File: config.mk
export PLATFORM = sky130hd
export DESIGN_NAME = ssp_port
export DESIGN_NICKNAME = d
export VERILOG_FILES = /design/src/shared/ssp_pkg.sv /design/src/rtl/ssp_port.sv
export SDC_FILE = /design/constraint.sdc
export NUM_CORES = 1
export LEC_CHECK = 0
export ABC_AREA = 1
export BUFFER_PORTS_ARGS = -buffer_cell sky130_fd_sc_hd__buf_2
export CAP_MARGIN = 5
export CORE_AREA = 5 5 198 200
export CTS_CLUSTER_SIZE = 20
export DETAILED_ROUTE_END_ITERATION = 8
export DIE_AREA = 0 0 203 205
export HOLD_SLACK_MARGIN = 0.05
export SLEW_MARGIN = 40
export SYNTH_ARGS = -nofsm -noshare
export SYNTH_HDL_FRONTEND = slang
export SYNTH_SLANG_ARGS = --single-unit
File: constraint.sdc
create_clock -name clk -period 4.1 [get_ports clk]
set_input_delay 0.82 -clock clk [delete_from_list [all_inputs] [get_ports clk]]
set_output_delay 0.82 -clock clk [all_outputs]
set_load 0.05 [all_outputs]
File: src/shared/ssp_pkg.sv
// constants, field layout and config carrier of the synchronous serial port
// Summary of operation
// - Buffer write loads shift register if it is idle and transmit FIFO empty, else FIFO; reads pop receive FIFO.
// - Shift register is double buffered so the next character waits staged.
// - Unselected slave releases MISO to input with weak pull-up.
// - Characters go most significant bit first on MOSI and MISO.
// - SCLK is driven when master and taken as input when slave.
// - Port works only while the port enable bit is set.
// - Master select chooses master or slave and the SCLK source.
// - Select polarity clear means active-low select; set means active-high.
// - Select released mid-transfer aborts the transaction without storing data.
// - Mode 0: idle low, sample rising, change falling, first bit preset.
// - Mode 1: idle low, change on rising lead, sample on falling trail.
// - Mode 2: idle high, sample falling lead, change rising, first bit preset.
// - Mode 3: idle high, change on falling lead, sample on rising trail.
// - Master transfer starts on buffer write, shifting MOSI while driving SCLK.
// - Master shifts each MISO bit into the low end of the shift register.
// - Master SCLK rate comes from the clock divider register.
// - In master mode select pin is general I/O unless fault detect enabled.
// - Master with fault detect flags a fault when select is at active level.
// - A mode fault disables the port at once, releasing the bus.
// - Fault clears master select and enable, sets flag, interrupts if enabled.
// - Fault flag set by hardware or written 1; stays until cleared or reset.
// - Character length select: clear gives 8 bits, set gives 16 bits.
package ssp_pkg;
    localparam logic [3:0] SSP_OFF_DATA = 4'h0;
    localparam logic [3:0] SSP_OFF_CTRL = 4'h1;
    localparam logic [3:0] SSP_OFF_CFG = 4'h2;
    localparam logic [3:0] SSP_OFF_DIV = 4'h3;
    localparam logic [3:0] SSP_OFF_STAT = 4'h4;
    localparam int SSP_CTL_EN = 0;
    localparam int SSP_CTL_MST = 1;
    localparam int SSP_CTL_CHR = 2;
    localparam int SSP_CTL_FLAG = 3;
    localparam int SSP_CTL_IRQEN = 4;
    localparam int SSP_CTL_BUSY = 5;
    localparam int SSP_CTL_RXNE = 6;
    localparam int SSP_CTL_TXFULL = 7;
    localparam int SSP_FIFO_BITS = 64;
    localparam int SSP_FIFO_WORDS = SSP_FIFO_BITS / 8;
    localparam logic [4:0] SSP_LAST_EDGE8 = 5'h0f;
    localparam logic [4:0] SSP_LAST_EDGE16 = 5'h1f;
    localparam logic [7:0] SSP_DIV_RESET = 8'h00;
    localparam logic [15:0] SSP_WORD_RESET = 16'h0000;
    typedef struct packed {
        logic fault_detect_enable;
        logic select_polarity;
        logic clock_phase;
        logic clock_polarity;
    } ssp_cfg_t;
    localparam ssp_cfg_t SSP_CFG_RESET = 4'h0;
endpackage

File: src/rtl/ssp_port.sv
// synchronous serial port, master or slave, with transmit and receive fifos
//
// The implementer's own choices: the plain strobed port and the address map.
`timescale 1ns/1ps
module ssp_port import ssp_pkg::*; #(
    parameter int FIFO_DEPTH = SSP_FIFO_WORDS
) (
    input wire logic clk,
    input wire logic reset,
    input wire logic [3:0] addr,
    input wire logic [15:0] wdata,
    input wire logic wr,
    input wire logic rd,
    output logic [15:0] rdata,
    input wire logic sclk_in,
    output logic sclk_out,
    output logic sclk_oe,
    input wire logic mosi_in,
    output logic mosi_out,
    output logic mosi_oe,
    input wire logic miso_in,
    output logic miso_out,
    output logic miso_oe,
    output logic miso_pull_en,
    input wire logic ssel_in,
    output logic fault_irq
);
    localparam int PW = $clog2(FIFO_DEPTH);

    function automatic logic msb_of(input logic [15:0] v, input logic c);
        return c ? v[15] : v[7];
    endfunction

    logic [3:0] pin_meta_reg;
    logic [3:0] pin_sync_reg;
    logic sclk_prev_reg;
    logic en_reg;
    logic mst_reg;
    logic chr_reg;
    logic flag_reg;
    logic irqen_reg;
    ssp_cfg_t cfg_reg;
    logic [7:0] div_reg;
    logic [7:0] div_cnt_reg;
    logic [4:0] edge_cnt_reg;
    logic busy_reg;
    logic sh_loaded_reg;
    logic [15:0] sh_reg;
    logic samp_reg;
    logic out_bit_reg;
    logic sclk_reg;
    logic [15:0] tx_mem [FIFO_DEPTH];
    logic [15:0] rx_mem [FIFO_DEPTH];
    logic [PW-1:0] tx_wp_reg;
    logic [PW-1:0] tx_rp_reg;
    logic [PW-1:0] rx_wp_reg;
    logic [PW-1:0] rx_rp_reg;
    logic [PW:0] tx_cnt_reg;
    logic [PW:0] rx_cnt_reg;

    logic sclk_s;
    logic mosi_s;
    logic miso_s;
    logic ssel_s;
    logic sel_act;
    logic wr_data;
    logic rd_data;
    logic wr_ctrl;
    logic [PW:0] cap;
    logic tx_full;
    logic rx_full;
    logic load_direct;
    logic push_tx;
    logic pop_tx;
    logic pop_rx;
    logic start;
    logic tick;
    logic mst_edge;
    logic slv_edge;
    logic lead;
    logic trail;
    logic last;
    logic abort;
    logic fault_ev;
    logic in_bit;
    logic [15:0] shifted;
    logic [15:0] rx_word;
    logic push_rx;

    assign sclk_s = pin_sync_reg[3];
    assign mosi_s = pin_sync_reg[2];
    assign miso_s = pin_sync_reg[1];
    assign ssel_s = pin_sync_reg[0];
    assign sel_act = cfg_reg.select_polarity ? ssel_s : ~ssel_s;
    assign wr_data = wr && addr == SSP_OFF_DATA;
    assign rd_data = rd && addr == SSP_OFF_DATA;
    assign wr_ctrl = wr && addr == SSP_OFF_CTRL;
    assign cap = chr_reg ? (PW+1)'(FIFO_DEPTH / 2) : (PW+1)'(FIFO_DEPTH);
    assign tx_full = tx_cnt_reg >= cap;
    assign rx_full = rx_cnt_reg >= cap;
    assign load_direct = wr_data && !sh_loaded_reg && !busy_reg
        && tx_cnt_reg == '0;
    assign push_tx = wr_data && !load_direct && !tx_full;
    assign pop_tx = tx_cnt_reg != '0 && !sh_loaded_reg && !busy_reg;
    assign pop_rx = rd_data && rx_cnt_reg != '0;
    assign start = en_reg && mst_reg && sh_loaded_reg && !busy_reg;
    assign tick = div_cnt_reg == div_reg;
    assign mst_edge = busy_reg && mst_reg && en_reg && tick;
    assign slv_edge = en_reg && !mst_reg && sel_act
        && sclk_s != sclk_prev_reg;
    assign lead = (mst_edge || slv_edge) && !edge_cnt_reg[0];
    assign trail = (mst_edge || slv_edge) && edge_cnt_reg[0];
    assign last = trail && edge_cnt_reg ==
        (chr_reg ? SSP_LAST_EDGE16 : SSP_LAST_EDGE8);
    assign abort = en_reg && !mst_reg && !sel_act && busy_reg;
    assign fault_ev = en_reg && mst_reg && cfg_reg.fault_detect_enable
        && sel_act;
    assign in_bit = mst_reg ? miso_s : mosi_s;
    assign shifted = {sh_reg[14:0],
        cfg_reg.clock_phase ? in_bit : samp_reg};
    assign rx_word = chr_reg ? shifted : {8'h00, shifted[7:0]};
    assign push_rx = last && !rx_full;

    // pin synchronisers
    always_ff @(posedge clk) begin
        if (reset) begin
            pin_meta_reg <= 4'h0;
            pin_sync_reg <= 4'h0;
            sclk_prev_reg <= 1'b0;
        end else begin
            pin_meta_reg <= {sclk_in, mosi_in, miso_in, ssel_in};
            pin_sync_reg <= pin_meta_reg;
            sclk_prev_reg <= sclk_s;
        end
    end

    // control and configuration registers
    always_ff @(posedge clk) begin
        if (reset) begin
            en_reg <= 1'b0;
            mst_reg <= 1'b0;
            chr_reg <= 1'b0;
            irqen_reg <= 1'b0;
            cfg_reg <= SSP_CFG_RESET;
            div_reg <= SSP_DIV_RESET;
        end else begin
            if (wr_ctrl) begin
                en_reg <= wdata[SSP_CTL_EN];
                mst_reg <= wdata[SSP_CTL_MST];
                chr_reg <= wdata[SSP_CTL_CHR];
                irqen_reg <= wdata[SSP_CTL_IRQEN];
            end
            if (wr && addr == SSP_OFF_CFG) begin
                cfg_reg <= ssp_cfg_t'(wdata[3:0]);
            end
            if (wr && addr == SSP_OFF_DIV) begin
                div_reg <= wdata[7:0];
            end
            if (fault_ev) begin
                en_reg <= 1'b0;
                mst_reg <= 1'b0;
            end
        end
    end

    // fault flag, hardware set wins over software clear
    always_ff @(posedge clk) begin
        if (reset) begin
            flag_reg <= 1'b0;
            fault_irq <= 1'b0;
        end else begin
            if (fault_ev) begin
                flag_reg <= 1'b1;
            end else if (wr_ctrl) begin
                flag_reg <= wdata[SSP_CTL_FLAG];
            end
            fault_irq <= flag_reg && irqen_reg;
        end
    end

    // transfer sequencing
    always_ff @(posedge clk) begin
        if (reset) begin
            busy_reg <= 1'b0;
            edge_cnt_reg <= 5'h00;
            div_cnt_reg <= 8'h00;
        end else if (!en_reg || abort || fault_ev) begin
            busy_reg <= 1'b0;
            edge_cnt_reg <= 5'h00;
            div_cnt_reg <= 8'h00;
        end else begin
            if (start || slv_edge) begin
                busy_reg <= !last;
            end else if (last) begin
                busy_reg <= 1'b0;
            end
            if (!busy_reg || tick) begin
                div_cnt_reg <= 8'h00;
            end else begin
                div_cnt_reg <= div_cnt_reg + 8'h01;
            end
            if (last) begin
                edge_cnt_reg <= 5'h00;
            end else if (mst_edge || slv_edge) begin
                edge_cnt_reg <= edge_cnt_reg + 5'h01;
            end
        end
    end

    // shift register and bit output
    always_ff @(posedge clk) begin
        if (reset) begin
            sh_reg <= SSP_WORD_RESET;
            sh_loaded_reg <= 1'b0;
            samp_reg <= 1'b0;
            out_bit_reg <= 1'b0;
        end else begin
            if (load_direct) begin
                sh_reg <= wdata;
                sh_loaded_reg <= 1'b1;
            end else if (pop_tx) begin
                sh_reg <= tx_mem[tx_rp_reg];
                sh_loaded_reg <= 1'b1;
            end else if (trail && en_reg) begin
                sh_reg <= shifted;
                if (last) begin
                    sh_loaded_reg <= 1'b0;
                end
            end
            if (lead && !cfg_reg.clock_phase) begin
                samp_reg <= in_bit;
            end
            if (!busy_reg) begin
                out_bit_reg <= msb_of(sh_reg, chr_reg);
            end else if (trail && !cfg_reg.clock_phase) begin
                out_bit_reg <= msb_of(shifted, chr_reg);
            end else if (lead && cfg_reg.clock_phase) begin
                out_bit_reg <= msb_of(sh_reg, chr_reg);
            end
        end
    end

    // transmit fifo
    always_ff @(posedge clk) begin
        if (reset) begin
            tx_wp_reg <= '0;
            tx_rp_reg <= '0;
            tx_cnt_reg <= '0;
        end else begin
            if (push_tx) begin
                tx_mem[tx_wp_reg] <= wdata;
                tx_wp_reg <= tx_wp_reg + PW'(1);
            end
            if (pop_tx) begin
                tx_rp_reg <= tx_rp_reg + PW'(1);
            end
            tx_cnt_reg <= tx_cnt_reg + (PW+1)'(push_tx) - (PW+1)'(pop_tx);
        end
    end

    // receive fifo
    always_ff @(posedge clk) begin
        if (reset) begin
            rx_wp_reg <= '0;
            rx_rp_reg <= '0;
            rx_cnt_reg <= '0;
        end else begin
            if (push_rx) begin
                rx_mem[rx_wp_reg] <= rx_word;
                rx_wp_reg <= rx_wp_reg + PW'(1);
            end
            if (pop_rx) begin
                rx_rp_reg <= rx_rp_reg + PW'(1);
            end
            rx_cnt_reg <= rx_cnt_reg + (PW+1)'(push_rx) - (PW+1)'(pop_rx);
        end
    end

    // pin drivers
    always_ff @(posedge clk) begin
        if (reset) begin
            sclk_out <= 1'b0;
            sclk_oe <= 1'b0;
            mosi_out <= 1'b0;
            mosi_oe <= 1'b0;
            miso_out <= 1'b0;
            miso_oe <= 1'b0;
            miso_pull_en <= 1'b1;
        end else begin
            if (!busy_reg || !mst_reg) begin
                sclk_out <= cfg_reg.clock_polarity;
            end else if (mst_edge) begin
                sclk_out <= !sclk_out;
            end
            sclk_oe <= en_reg && mst_reg && !fault_ev;
            mosi_oe <= en_reg && mst_reg && !fault_ev;
            mosi_out <= out_bit_reg;
            miso_out <= out_bit_reg;
            miso_oe <= en_reg && !mst_reg && sel_act;
            miso_pull_en <= !(en_reg && !mst_reg && sel_act);
        end
    end

    // register read port
    always_ff @(posedge clk) begin
        if (reset) begin
            rdata <= 16'h0000;
        end else if (rd) begin
            case (addr)
                SSP_OFF_DATA: rdata <= pop_rx ? rx_mem[rx_rp_reg] : 16'h0000;
                SSP_OFF_CTRL: rdata <= {8'h00, tx_full, rx_cnt_reg != '0,
                    busy_reg, irqen_reg, flag_reg, chr_reg, mst_reg, en_reg};
                SSP_OFF_CFG: rdata <= {12'h000, cfg_reg};
                SSP_OFF_DIV: rdata <= {8'h00, div_reg};
                SSP_OFF_STAT: rdata <= {8'h00, 4'(tx_cnt_reg), 4'(rx_cnt_reg)};
                default: rdata <= 16'h0000;
            endcase
        end else begin
            rdata <= 16'h0000;
        end
    end
endmodule

==> results of run 1 <==
## cell families after synthesis
kind of cell	count (synthesis)	share of synthesized area
adder cells (fa/ha/maj)	22	0.0197
flip-flops	363	0.667
buffers and inverters	151	0.0404
AO/OA/AOI/OAI	329	0.129
XOR/XNOR	15	0.00942
AND/OR/NAND/NOR	466	0.134
## worst paths after layout
check | endpoint | slack (ns)
worst max-delay path | tx_cnt_reg[2]$_SDFF_PP0_ | 1.12
worst min register to register | pin_sync_reg[1]$_SDFF_PP0_ | 0.40
worst max register to register | tx_cnt_reg[2]$_SDFF_PP0_ | 1.12
worst min-delay path | pin_sync_reg[1]$_SDFF_PP0_ | 0.40
## worst min-delay path, stage by stage, from the launching register on
cell,delay [ns]
dfxtp_1,0.29
inv_1,0.04
nor2_1,0.03
## layer usage
layer,part of all wire,global-route usage,wire length [µm]
met2,0.46,0.262,15900
met4,0.021,0.0427,708
met3,0.060,0.0271,2070
met1,0.46,0.235,15800
met5,0,0,0
## power by group through the flow
stage	sequential (mW)	combinational (mW)	clock [mW]
2_1_floorplan	4.31	1.15	0
3_3_place_gp	4.37	1.52	0
3_5_place_dp	4.38	1.54	0
4_1_cts	4.30	1.55	3.56
5_1_grt	4.33	1.77	3.73
6_report	4.30	1.54	3.49
## synthesized netlist by cell type (5+ instances only)
cell type  number  share of area
edfxtp_1      256           0.52
nor2_1        196          0.050
nand2_1       178          0.045
o21ai_0       144          0.049
dfxtp_1       107           0.15
a21oi_1        93          0.032
inv_1          77          0.020
nand3_1        49          0.017
clkbuf_1       43          0.011
o211ai_1       21          0.011
ha_1           20          0.017
o221ai_1       17          0.010
buf_2          14         0.0048
o22ai_1        11         0.0047
a211oi_1       10         0.0051
a32o_1          8         0.0054
nor2_2          8         0.0034
nor3_1          8         0.0027
xnor2_1         7         0.0042
xor2_1          7         0.0042
a22oi_1         6         0.0031
a31oi_1         6         0.0025
buf_1           6         0.0015
inv_2           6         0.0015
nand4_1         5         0.0021
## placed cells by master (no fill, tap or decap), types with 5 or more instances in the layout
cell type / count
edfxtp_1: 256
clkinvlp_4: 5
xnor2_1: 7
nand2_2: 5
nand4_1: 5
a21oi_1: 93
a22oi_1: 6
o211ai_1: 21
nor2_1: 196
nand3_1: 49
ha_1: 20
nand2_1: 177
clkbuf_16: 39
nor3_2: 5
dfxtp_1: 105
inv_2: 5
o22ai_1: 11
a32o_1: 8
xor2_1: 7
a211oi_1: 10
buf_4: 33
clkbuf_1: 6
a31oi_1: 6
o221ai_1: 17
nor2_2: 8
clkinv_2: 8
o21ai_0: 144
inv_1: 77
buf_2: 51
## cell type report
cell class	instances	area, µm²
Clock buffer	49	1050
Sequential cell	363	9830
Clock inverter	21	226
Multi-Input combinational cell	832	4340
Tap cell	474	593
Fill cell	3417	20400
Inverter	85	322
Timing Repair Buffer	84	503
==> metrics.md, run 1 <==
| Metric | Value |
|---|---|
| DRT antenna net count | 0 |
| CP most frequent cell | ha_1 |
| Clock period minus worst slack | 2.98 ns |
| RSZ-0062 raised after global routing | false |
| Clock transition at path regs | 0.06 ns |
| Final hold viol count | 0 |
| Peak supply drop | 0.384 mV |
| IO buf count | 51 |
| # IOs | 52 |
| Starting density of the core | 0.396 |
| Sw Pwr | 2.65 mW |
| Pre-CTS worst setup slack | 0.821 ns |
| Worst slew pin tran | 0.871 ns |
| First-pass iteration count of the detailed router | 5 |
| Routed len/inst | 18.1 µm |
| Worst-Skew Late Latency | 0.53 ns |
| Worst path bufs/invs | 2 |
| Post-CTS Setup Repair Bufs | 0 |
| Layout cell share with drive strength beyond 1 | 0.132 |
| Ant diodes | 0 |
| EDFF count, synth | 256 |
| Status | complete, no violations |
| Max-slew headroom | 0.415 |
| Critical Path Fanout Max | 16 |
| Clk pwr share | 0.374 |
| Share of synthesized registers carrying an async set or reset | 0 |
| Core footprint | 0.0372 mm² |
| DR iter-0 viols | 799 |
| # DRC | 0 |
| Setup-failing EPs final | 0 |
| Layout Cells excl Fill | 1,908 |
| Final period util | 0.727 |
| Largest net degree at the start of global routing | 65 |
| Setup TNS | 0 ns |
| Net count, final | 1,455 |
| CP max stage delay | 0.71 ns |
| FP Rows | 71 |
| Drt via density | 5.24 |
| Finished Core Util | 0.453 |
| Fin Hold WS | 0.399 ns |
| Area grow syn2layout | 14.4% |
| Reg2Reg Depth | 12 |
| Die ar. | 0.0416 mm² |
| Comb pwr share | 0.165 |
| CP startpoint | chr_reg$_SDFFE_PP0P_ |
| Max cap viols | 0 |
| Slowest-stage cell, CP | dfxtp_1 |
| Critical Path RT | 4.49 ns |
| Flop pwr share | 0.461 |
| Final slew viol count | 0 |
| Resize count post-CTS | 0 |
| LEAKAGE | 6.06 nW |
| Final worst setup slack | 1.12 ns |
| # clock sinks | 363 |
| Vias in the first global route | 9,601 |
| Gr ovfl total | 0 |
| Placed cell areas | 0.0156 mm² |
| Yosys warnings | 0 |
| HPWL after detailed placement | 21,600 µm |
| Power Total | 9.33 mW |
| TritonCTS Buffers | 39 |
| Crit-path cells | ha_1 > nand2_1 > nand2_1 > a21oi_1 > nand4_1 > ha_1 > inv_1 > ha_1 > inv_1 > fa_1 > xor2_1 > nor2_1 |
| R2r startpoint | chr_reg$_SDFFE_PP0P_ |
| Skew final | 0.0277 ns |
| Switching Fraction | 0.284 |
| Crit path launch type | flip-flop |
| Post-Syn Area | 0.0147 mm² |
| Gr usage total | 0.164 |
| Hold_buf cts | 0 |
| P per Cell Area | 553 mW/mm² |
| Hold path depth | 2 |
| Seq cells post-synth | 363 |
| Syn avg cell area | 10.9 µm² |
| Crit Path Category | flip-flop to flip-flop |
| CP delay by family, top | adder cells |
| Critical path arrival | 3.37 ns |
| F_max | 335 MHz |
| First-pass GRT wire length | 54,300 µm |
| Root Buffer | clkbuf_16 |
| Top FF cell, synth | edfxtp_1 |
| Setup crit end kind | flip-flop |
| H-tree levels | 2 |
| Post-Syn Instances | 1,346 |
| Die W | 203 µm |
| Sequential element share of the synthesized area | 0.667 |
| Fin area | 0.0169 mm² |
| Regs by FF count | rx_mem: 128 flops, tx_mem: 128 flops |
| Int Pwr | 6.68 mW |
| Stages on worst setup path | 12 |
| Post-placement cell count | 1,838 |
| Netlist cell types | 50 |
| HP Class | flip-flop to flip-flop |
| CTS tree | done |
| Clock buffer depth | 3 |
| Final Wtd Congestion | 0.835 |
| Final WL | 34,500 µm |
| Min-delay src | pin_meta_reg[1]$_SDFF_PP0_ |
| Vias after detailed routing | 10,000 |
| Die Ht | 205 µm |
| Syn_nets | 1,396 |
| Antenna violations before repair | 0 |
No activity file was read; power rests on OpenSTA's default activity.
==> run 2, diff against run 1 <==
- clock period: 4.1 -> 2.8 ns (I/O delays scaled with it)
==> run 2 against run 1 <==
  * Sequential cell count is the same
  * Critical path type unchanged
  * Global-route usage grew 0.39 points
  * Sequential power grew 47%
  * Highest routed layer unchanged
  * Largest power group unchanged
==> metrics.md, run 2 (synthesis results as in run 1) <==
| Metric | Value |
|---|---|
| Final WL | 35,300 µm (was 34,500 µm) |
| Post-placement cell count | 1,853 (was 1,838) |
| DRT antenna net count | 0 (unchanged) |
| H-tree levels | 2 (unchanged) |
| Critical path arrival | 2.96 ns (was 3.37 ns) |
| DR iter-0 viols | 693 (was 799) |
| Layout cell share with drive strength beyond 1 | 0.143 (was 0.132) |
| Clock period minus worst slack | 2.53 ns (was 2.98 ns) |
| Storage element area | 0.00983 mm² (unchanged) |
| Final period util | 0.904 (was 0.727) |
| Regs by FF count | rx_mem: 128 flops, tx_mem: 128 flops (unchanged) |
| Final Wtd Congestion | 0.890 (was 0.835) |
| Routed len/inst | 18.3 µm (was 18.1 µm) |
| Root Buffer | clkbuf_16 (unchanged) |
| CTS tree | done (unchanged) |
| FILL cells | 3,414 (was 3,417) |
| Die W | 203 µm (unchanged) |
| Antenna violations before repair | 0 (unchanged) |
| Starting density of the core | 0.396 (unchanged) |
| Vias in the first global route | 9,706 (was 9,601) |
| TritonCTS Buffers | 39 (unchanged) |
| Area grow syn2layout | 16.4% (was 14.4%) |
| Crit Path Category | flip-flop to flip-flop (unchanged) |
| Max-slew headroom | 0.544 (was 0.415) |
| Placed cell areas | 0.0157 mm² (was 0.0156 mm²) |
| Clock transition at path regs | 0.06 ns (about the same) |
| # clock sinks | 363 (unchanged) |
| Die ar. | 0.0416 mm² (unchanged) |
| FP Rows | 71 (unchanged) |
| Met2 GRT Util | 0.269 (was 0.262) |
| RSZ-0062 raised after global routing | false (unchanged) |
| Die Ht | 205 µm (unchanged) |
| Most frequent cells in the layout | edfxtp_1 (256), nor2_1 (196), nand2_1 (178) (was edfxtp_1 (256), nor2_1 (196), nand2_1 (177)) |
| Vias after detailed routing | 10,100 (was 10,000) |
| Critical Path Fanout Max | 6 (was 16) |
| First-pass GRT wire length | 55,200 µm (was 54,300 µm) |
| Post-CTS Setup Repair Bufs | 0 (unchanged) |
| P per Cell Area | 825 mW/mm² (was 553 mW/mm²) |
| Fin area | 0.0171 mm² (was 0.0169 mm²) |
| HPWL after detailed placement | 22,400 µm (was 21,600 µm) |
| Drt via density | 5.25 (was 5.24) |
| Final hold viol count | 0 (unchanged) |
| Final slew viol count | 0 (unchanged) |
| Ant diodes | 0 (unchanged) |
| Hold_buf cts | 0 (unchanged) |
| # DRC | 0 (unchanged) |
| Setup-failing EPs final | 0 (unchanged) |
| Clock buffer depth | 3 (unchanged) |
| F_max | 395 MHz (was 335 MHz) |
| Largest net degree at the start of global routing | 65 (unchanged) |
| Max cap viols | 0 (unchanged) |
| Final worst setup slack | 0.269 ns (was 1.12 ns) |
| Layout Cells excl Fill | 1,925 (was 1,908) |
| Peak supply drop | 0.504 mV (was 0.384 mV) |
| IO buf count | 51 (unchanged) |
| Skew final | 0.0259 ns (was 0.0277 ns) |
| HP Class | input pin to flip-flop (was flip-flop to flip-flop) |
| # IOs | 52 (unchanged) |
| GRT met1 Usage | 0.235 (about the same) |
| Pre-CTS worst setup slack | 0.216 ns (was 0.821 ns) |
| LEAKAGE | 6.23 nW (was 6.06 nW) |
| First-pass iteration count of the detailed router | 5 (unchanged) |
| Status | complete, no violations (unchanged) |
| Worst slew pin tran | 0.683 ns (was 0.871 ns) |
| Fin Hold WS | 0.241 ns (was 0.399 ns) |
| Critical Path RT | 3.23 ns (was 4.49 ns) |
| Area occupied by multi-input gates | 0.00435 mm² (was 0.00434 mm²) |
| Most common cell after layout, fill and taps aside | edfxtp_1 (unchanged) |
| Worst-Skew Late Latency | 0.54 ns (was 0.53 ns) |
| Top Usage Layer GRT | met2 (unchanged) |
| GRT met3 Usage | 0.0336 (was 0.0271) |
| Gr ovfl total | 0 (unchanged) |
| Crit path launch type | flip-flop (unchanged) |
| Power Total | 14.1 mW (was 9.33 mW) |
| Net count, final | 1,470 (was 1,455) |
| Setup crit end kind | flip-flop (unchanged) |
| Gr usage total | 0.168 (was 0.164) |
| Core footprint | 0.0372 mm² (unchanged) |
[run 2: cell count changes in the layout (fill, tap and decap cells not counted), moves of 2 or more]
| cell | delta |
|---|---|
| buf_4 | +13 |
| clkbuf_16 | +5 |
| clkinvlp_4 | -4 |
| clkbuf_1 | -3 |
| buf_12 | +2 |
| clkinv_1 | +2 |
| clkinv_2 | -2 |
| clkinv_4 | +2 |
[run 2: final timing paths]
check,startpoint,to,slack (ns),cells past startpoint
min,miso_in,pin_meta_reg[1]$_SDFF_PP0_,0.24,3
max,div_cnt_reg[3]$_SDFF_PP0_,rx_cnt_reg[2]$_SDFF_PP0_,0.27,12
max reg2reg,div_cnt_reg[3]$_SDFF_PP0_,rx_cnt_reg[2]$_SDFF_PP0_,0.27,12
min reg2reg,pin_meta_reg[2]$_SDFF_PP0_,pin_sync_reg[2]$_SDFF_PP0_,0.40,2
[run 2: cell type report]
| class | count | share of cell area |
|---|---|---|
| Multi-Input combinational cell | 832 | 0.254 |
| Tap cell | 474 | 0.0346 |
| Clock inverter | 22 | 0.0155 |
| Inverter | 85 | 0.0186 |
| Clock buffer | 50 | 0.0668 |
| Timing Repair Buffer | 99 | 0.0374 |
| Sequential cell | 363 | 0.573 |
[run 2: per-stage QoR]
stage | TNS (ns) | utilization
floorplan | -4.46 | -
global placement | 0 | 0.423
detailed placement | 0 | 0.423
CTS | 0 | 0.461
global route | 0 | 0.461
finish | 0 | 0.461
[run 2: timing repair]
action                                  in CTS  in global routing
endpoints found under the setup margin       0                  1
hold endpoints to repair                     0                  0
resized for setup                            0                  1
[run 2: routing by layer]
metal  wire length [µm]  part of all wire  vias up
met1              16300              0.46     4886
met2              16400              0.46      281
li1                   -                 -     4893
met4                639             0.018        0
met3               1990             0.057       49
met5                  0                 0        -
[run 2: worst max-delay path: stages, from the launching register on]
cell     delay [ns]
dfxtp_1        0.39
xnor2_1        0.14
nand2_1        0.11
nor2_4         0.13
nand3_4        0.13
a21oi_4        0.26
nand3_4        0.14
ha_1           0.30
inv_1          0.04
ha_1           0.20
fa_1           0.38
xnor2_1        0.16
nor2_1         0.05
[run 2: power by group]
part | leakage, nW | switching, mW | internal [mW] | total (mW)
Sequential | 3.19 | 0.265 | 6.04 | 6.31
Combinational | 2.33 | 1.59 | 0.733 | 2.32
Clock | 0.698 | 2.13 | 3.38 | 5.51
Total | 6.23 | 3.98 | 10.2 | 14.1
==> run 3, diff against run 2 <==
- REMOVE_ABC_BUFFERS: not set -> 1
==> run 3 against run 2 <==
  * Global-route usage down 0.069 points
  * Worst setup slack worse by 0.071 ns
  * Clock power down 4.5%
  * Critical endpoint unchanged
  * Largest cell class unchanged
  * Fmax down 2.7%
  * Highest routed layer unchanged
  * Design area down 0.23%
  * Die area unchanged
  * Combinational power about the same
  * Core utilization down 0.11 points
  * Sequential cell count unchanged
  * Critical path depth down 2
==> metrics.md, run 3 (synthesis results as in run 1) <==
| Metric | Value |
|---|---|
| H-tree levels | 2 (unchanged) |
| Pre-CTS worst setup slack | 0.215 ns (was 0.216 ns) |
| Routed len/inst | 18.2 µm (was 18.3 µm) |
| Die W | 203 µm (unchanged) |
| R2r startpoint | edge_cnt_reg[0]$_SDFFE_PP0N_ (was div_cnt_reg[3]$_SDFF_PP0_) |
| # DRC | 0 (unchanged) |
| Critical Path Fanout Max | 6 (unchanged) |
| Layout cell share with drive strength beyond 1 | 0.138 (was 0.143) |
| FILL cells | 3,391 (was 3,414) |
| Final WL | 35,100 µm (was 35,300 µm) |
| Skew final | 0.0227 ns (was 0.0259 ns) |
| Ant diodes | 0 (unchanged) |
| DRT antenna net count | 0 (unchanged) |
| Gr ovfl total | 0 (unchanged) |
| FP Rows | 71 (unchanged) |
| Area grow syn2layout | 16.1% (was 16.4%) |
| Status | complete, no violations (unchanged) |
| P per Cell Area | 811 mW/mm² (was 825 mW/mm²) |
| Final Wtd Congestion | 0.898 (was 0.890) |
| HP Class | input pin to flip-flop (unchanged) |
| Worst-Skew Late Latency | 0.54 ns (about the same) |
| Post-CTS Setup Repair Bufs | 0 (unchanged) |
| RSZ-0062 raised after global routing | false (unchanged) |
| Max-slew headroom | 0.496 (was 0.544) |
| Crit Path Category | flip-flop to flip-flop (unchanged) |
| Die Ht | 205 µm (unchanged) |
| LEAKAGE | 6.20 nW (was 6.23 nW) |
| Root Buffer | clkbuf_16 (unchanged) |
| Critical Path RT | 3.22 ns (was 3.23 ns) |
| # IOs | 52 (unchanged) |
| DR iter-0 viols | 709 (was 693) |
| Setup TNS | 0 ns (unchanged) |
| Endpoint, Worst Hold | pin_meta_reg[1]$_SDFF_PP0_ (unchanged) |
| Regs by FF count | rx_mem: 128 flops, tx_mem: 128 flops (unchanged) |
| First-pass GRT wire length | 55,000 µm (was 55,200 µm) |
| TritonCTS Buffers | 40 (was 39) |
| Worst slew pin tran | 0.755 ns (was 0.683 ns) |
| Peak supply drop | 0.584 mV (was 0.504 mV) |
| Setup-failing EPs final | 0 (unchanged) |
| # clock sinks | 363 (unchanged) |
| IO buf count | 51 (unchanged) |
| Final slew viol count | 0 (unchanged) |
| First-pass iteration count of the detailed router | 5 (unchanged) |
| Most frequent cells in the layout | edfxtp_1 (256), nor2_1 (196), nand2_1 (178) (unchanged) |
| Reg2Reg Depth | 10 (was 12) |
| Resize count post-CTS | 0 (unchanged) |
| Clock transition at path regs | 0.06 ns (about the same) |
| Vias in the first global route | 9,739 (was 9,706) |
| Core footprint | 0.0372 mm² (unchanged) |
| Final period util | 0.929 (was 0.904) |
| Final worst setup slack | 0.198 ns (was 0.269 ns) |
| F_max | 384 MHz (was 395 MHz) |
| Crit path launch type | flip-flop (unchanged) |
| Min-delay src | miso_in (unchanged) |
| Layout Cells excl Fill | 1,926 (was 1,925) |
| Die ar. | 0.0416 mm² (unchanged) |
| Drt via density | 5.23 (was 5.25) |
| Most common cell after layout, fill and taps aside | edfxtp_1 (unchanged) |
| Critical path arrival | 3.02 ns (was 2.96 ns) |
| Worst R2R Setup Slack | 0.20 ns (was 0.27 ns) |
| Fin Hold WS | 0.219 ns (was 0.241 ns) |
| Final hold viol count | 0 (unchanged) |
| Largest net degree at the start of global routing | 65 (unchanged) |
| Gr usage total | 0.167 (was 0.168) |
| R2r endpoint | rx_cnt_reg[2]$_SDFF_PP0_ (unchanged) |
| Max cap viols | 0 (unchanged) |
| CTS tree | done (unchanged) |
| Finished Core Util | 0.460 (was 0.461) |
| HPWL after detailed placement | 22,400 µm (about the same) |
| Hold_buf cts | 0 (unchanged) |
| Starting density of the core | 0.396 (unchanged) |
| Net count, final | 1,471 (was 1,470) |
| Setup crit end kind | flip-flop (unchanged) |
| Clock buffer depth | 3 (unchanged) |
| Post-placement cell count | 1,853 (unchanged) |
| Hold path depth | 3 (unchanged) |
| Antenna violations before repair | 0 (unchanged) |
| Clock period minus worst slack | 2.60 ns (was 2.53 ns) |
| Vias after detailed routing | 10,100 (about the same) |
## run 3: cell types whose count changed in the layout (fill, tap and decap cells not counted), moves of 2 or more
cell	before	now
bufinv_16	5	3
clkbuf_8	2	4
inv_4	2	0
clkbuf_1	3	9
buf_4	46	42
buf_12	2	6
## run 3: report_power, final
group	internal, mW	leakage [nW]	total, mW	switching [mW]
Clock	3.19	0.655	5.26	2.07
Sequential	6.04	3.19	6.30	0.257
Combinational	0.751	2.35	2.32	1.56
Total	9.98	6.20	13.9	3.90
## run 3: per-stage QoR
stage / instance area (µm²) / total power [mW]
6_report: 17100 / 13.9
5_1_grt: 17100 / 14.6
4_1_cts: 17100 / 14.0
3_5_place_dp: 15800 / 8.71
3_3_place_gp: 15800 / 8.67
2_1_floorplan: 14500 / 7.85
## run 3: routing by layer
layer / share of wire / global-route usage / up-vias
li1: - / - / 4900
met1: 0.46 / 0.234 / 4868
met2: 0.47 / 0.274 / 248
met3: 0.047 / 0.0252 / 50
met4: 0.018 / 0.0456 / 0
met5: 0 / 0 / -
## run 3: area by class of cell
class / count / area (µm²) / area share
well taps: 474 / 593 / 0.0347
flip-flops and latches: 363 / 9830 / 0.575
clock buffers: 56 / 1160 / 0.0681
clock inverters: 17 / 169 / 0.00987
multi-input cells: 832 / 4340 / 0.254
inverters: 85 / 319 / 0.0187
repair buffers: 99 / 691 / 0.0404
## run 3: how the worst max path moves through the flow
stage / start / end / slack, ns / cells past startpoint
2_1_floorplan: chr_reg$_SDFFE_PP0P_ / tx_mem[0][0]$_DFFE_PP_ / -0.67 / 8
3_3_place_gp: addr[0] / tx_cnt_reg[2]$_SDFF_PP0_ / 0.32 / 12
3_5_place_dp: edge_cnt_reg[0]$_SDFFE_PP0N_ / rx_cnt_reg[2]$_SDFF_PP0_ / 0.21 / 10
4_1_cts: edge_cnt_reg[0]$_SDFFE_PP0N_ / rx_cnt_reg[2]$_SDFF_PP0_ / 0.18 / 10
5_1_grt: edge_cnt_reg[0]$_SDFFE_PP0N_ / rx_cnt_reg[2]$_SDFF_PP0_ / 0.05 / 10
6_report: edge_cnt_reg[0]$_SDFFE_PP0N_ / rx_cnt_reg[2]$_SDFF_PP0_ / 0.20 / 10
## run 3: worst max-delay path, cell delays in order, from the launching register on
cell and delay, ns:
dfxtp_1 0.43, ha_1 0.21, nand3_1 0.10, nor3b_1 0.41, nand3_4 0.17, ha_1 0.31
inv_1 0.04, ha_1 0.20, fa_1 0.40, xnor2_1 0.17, nor2_1 0.06
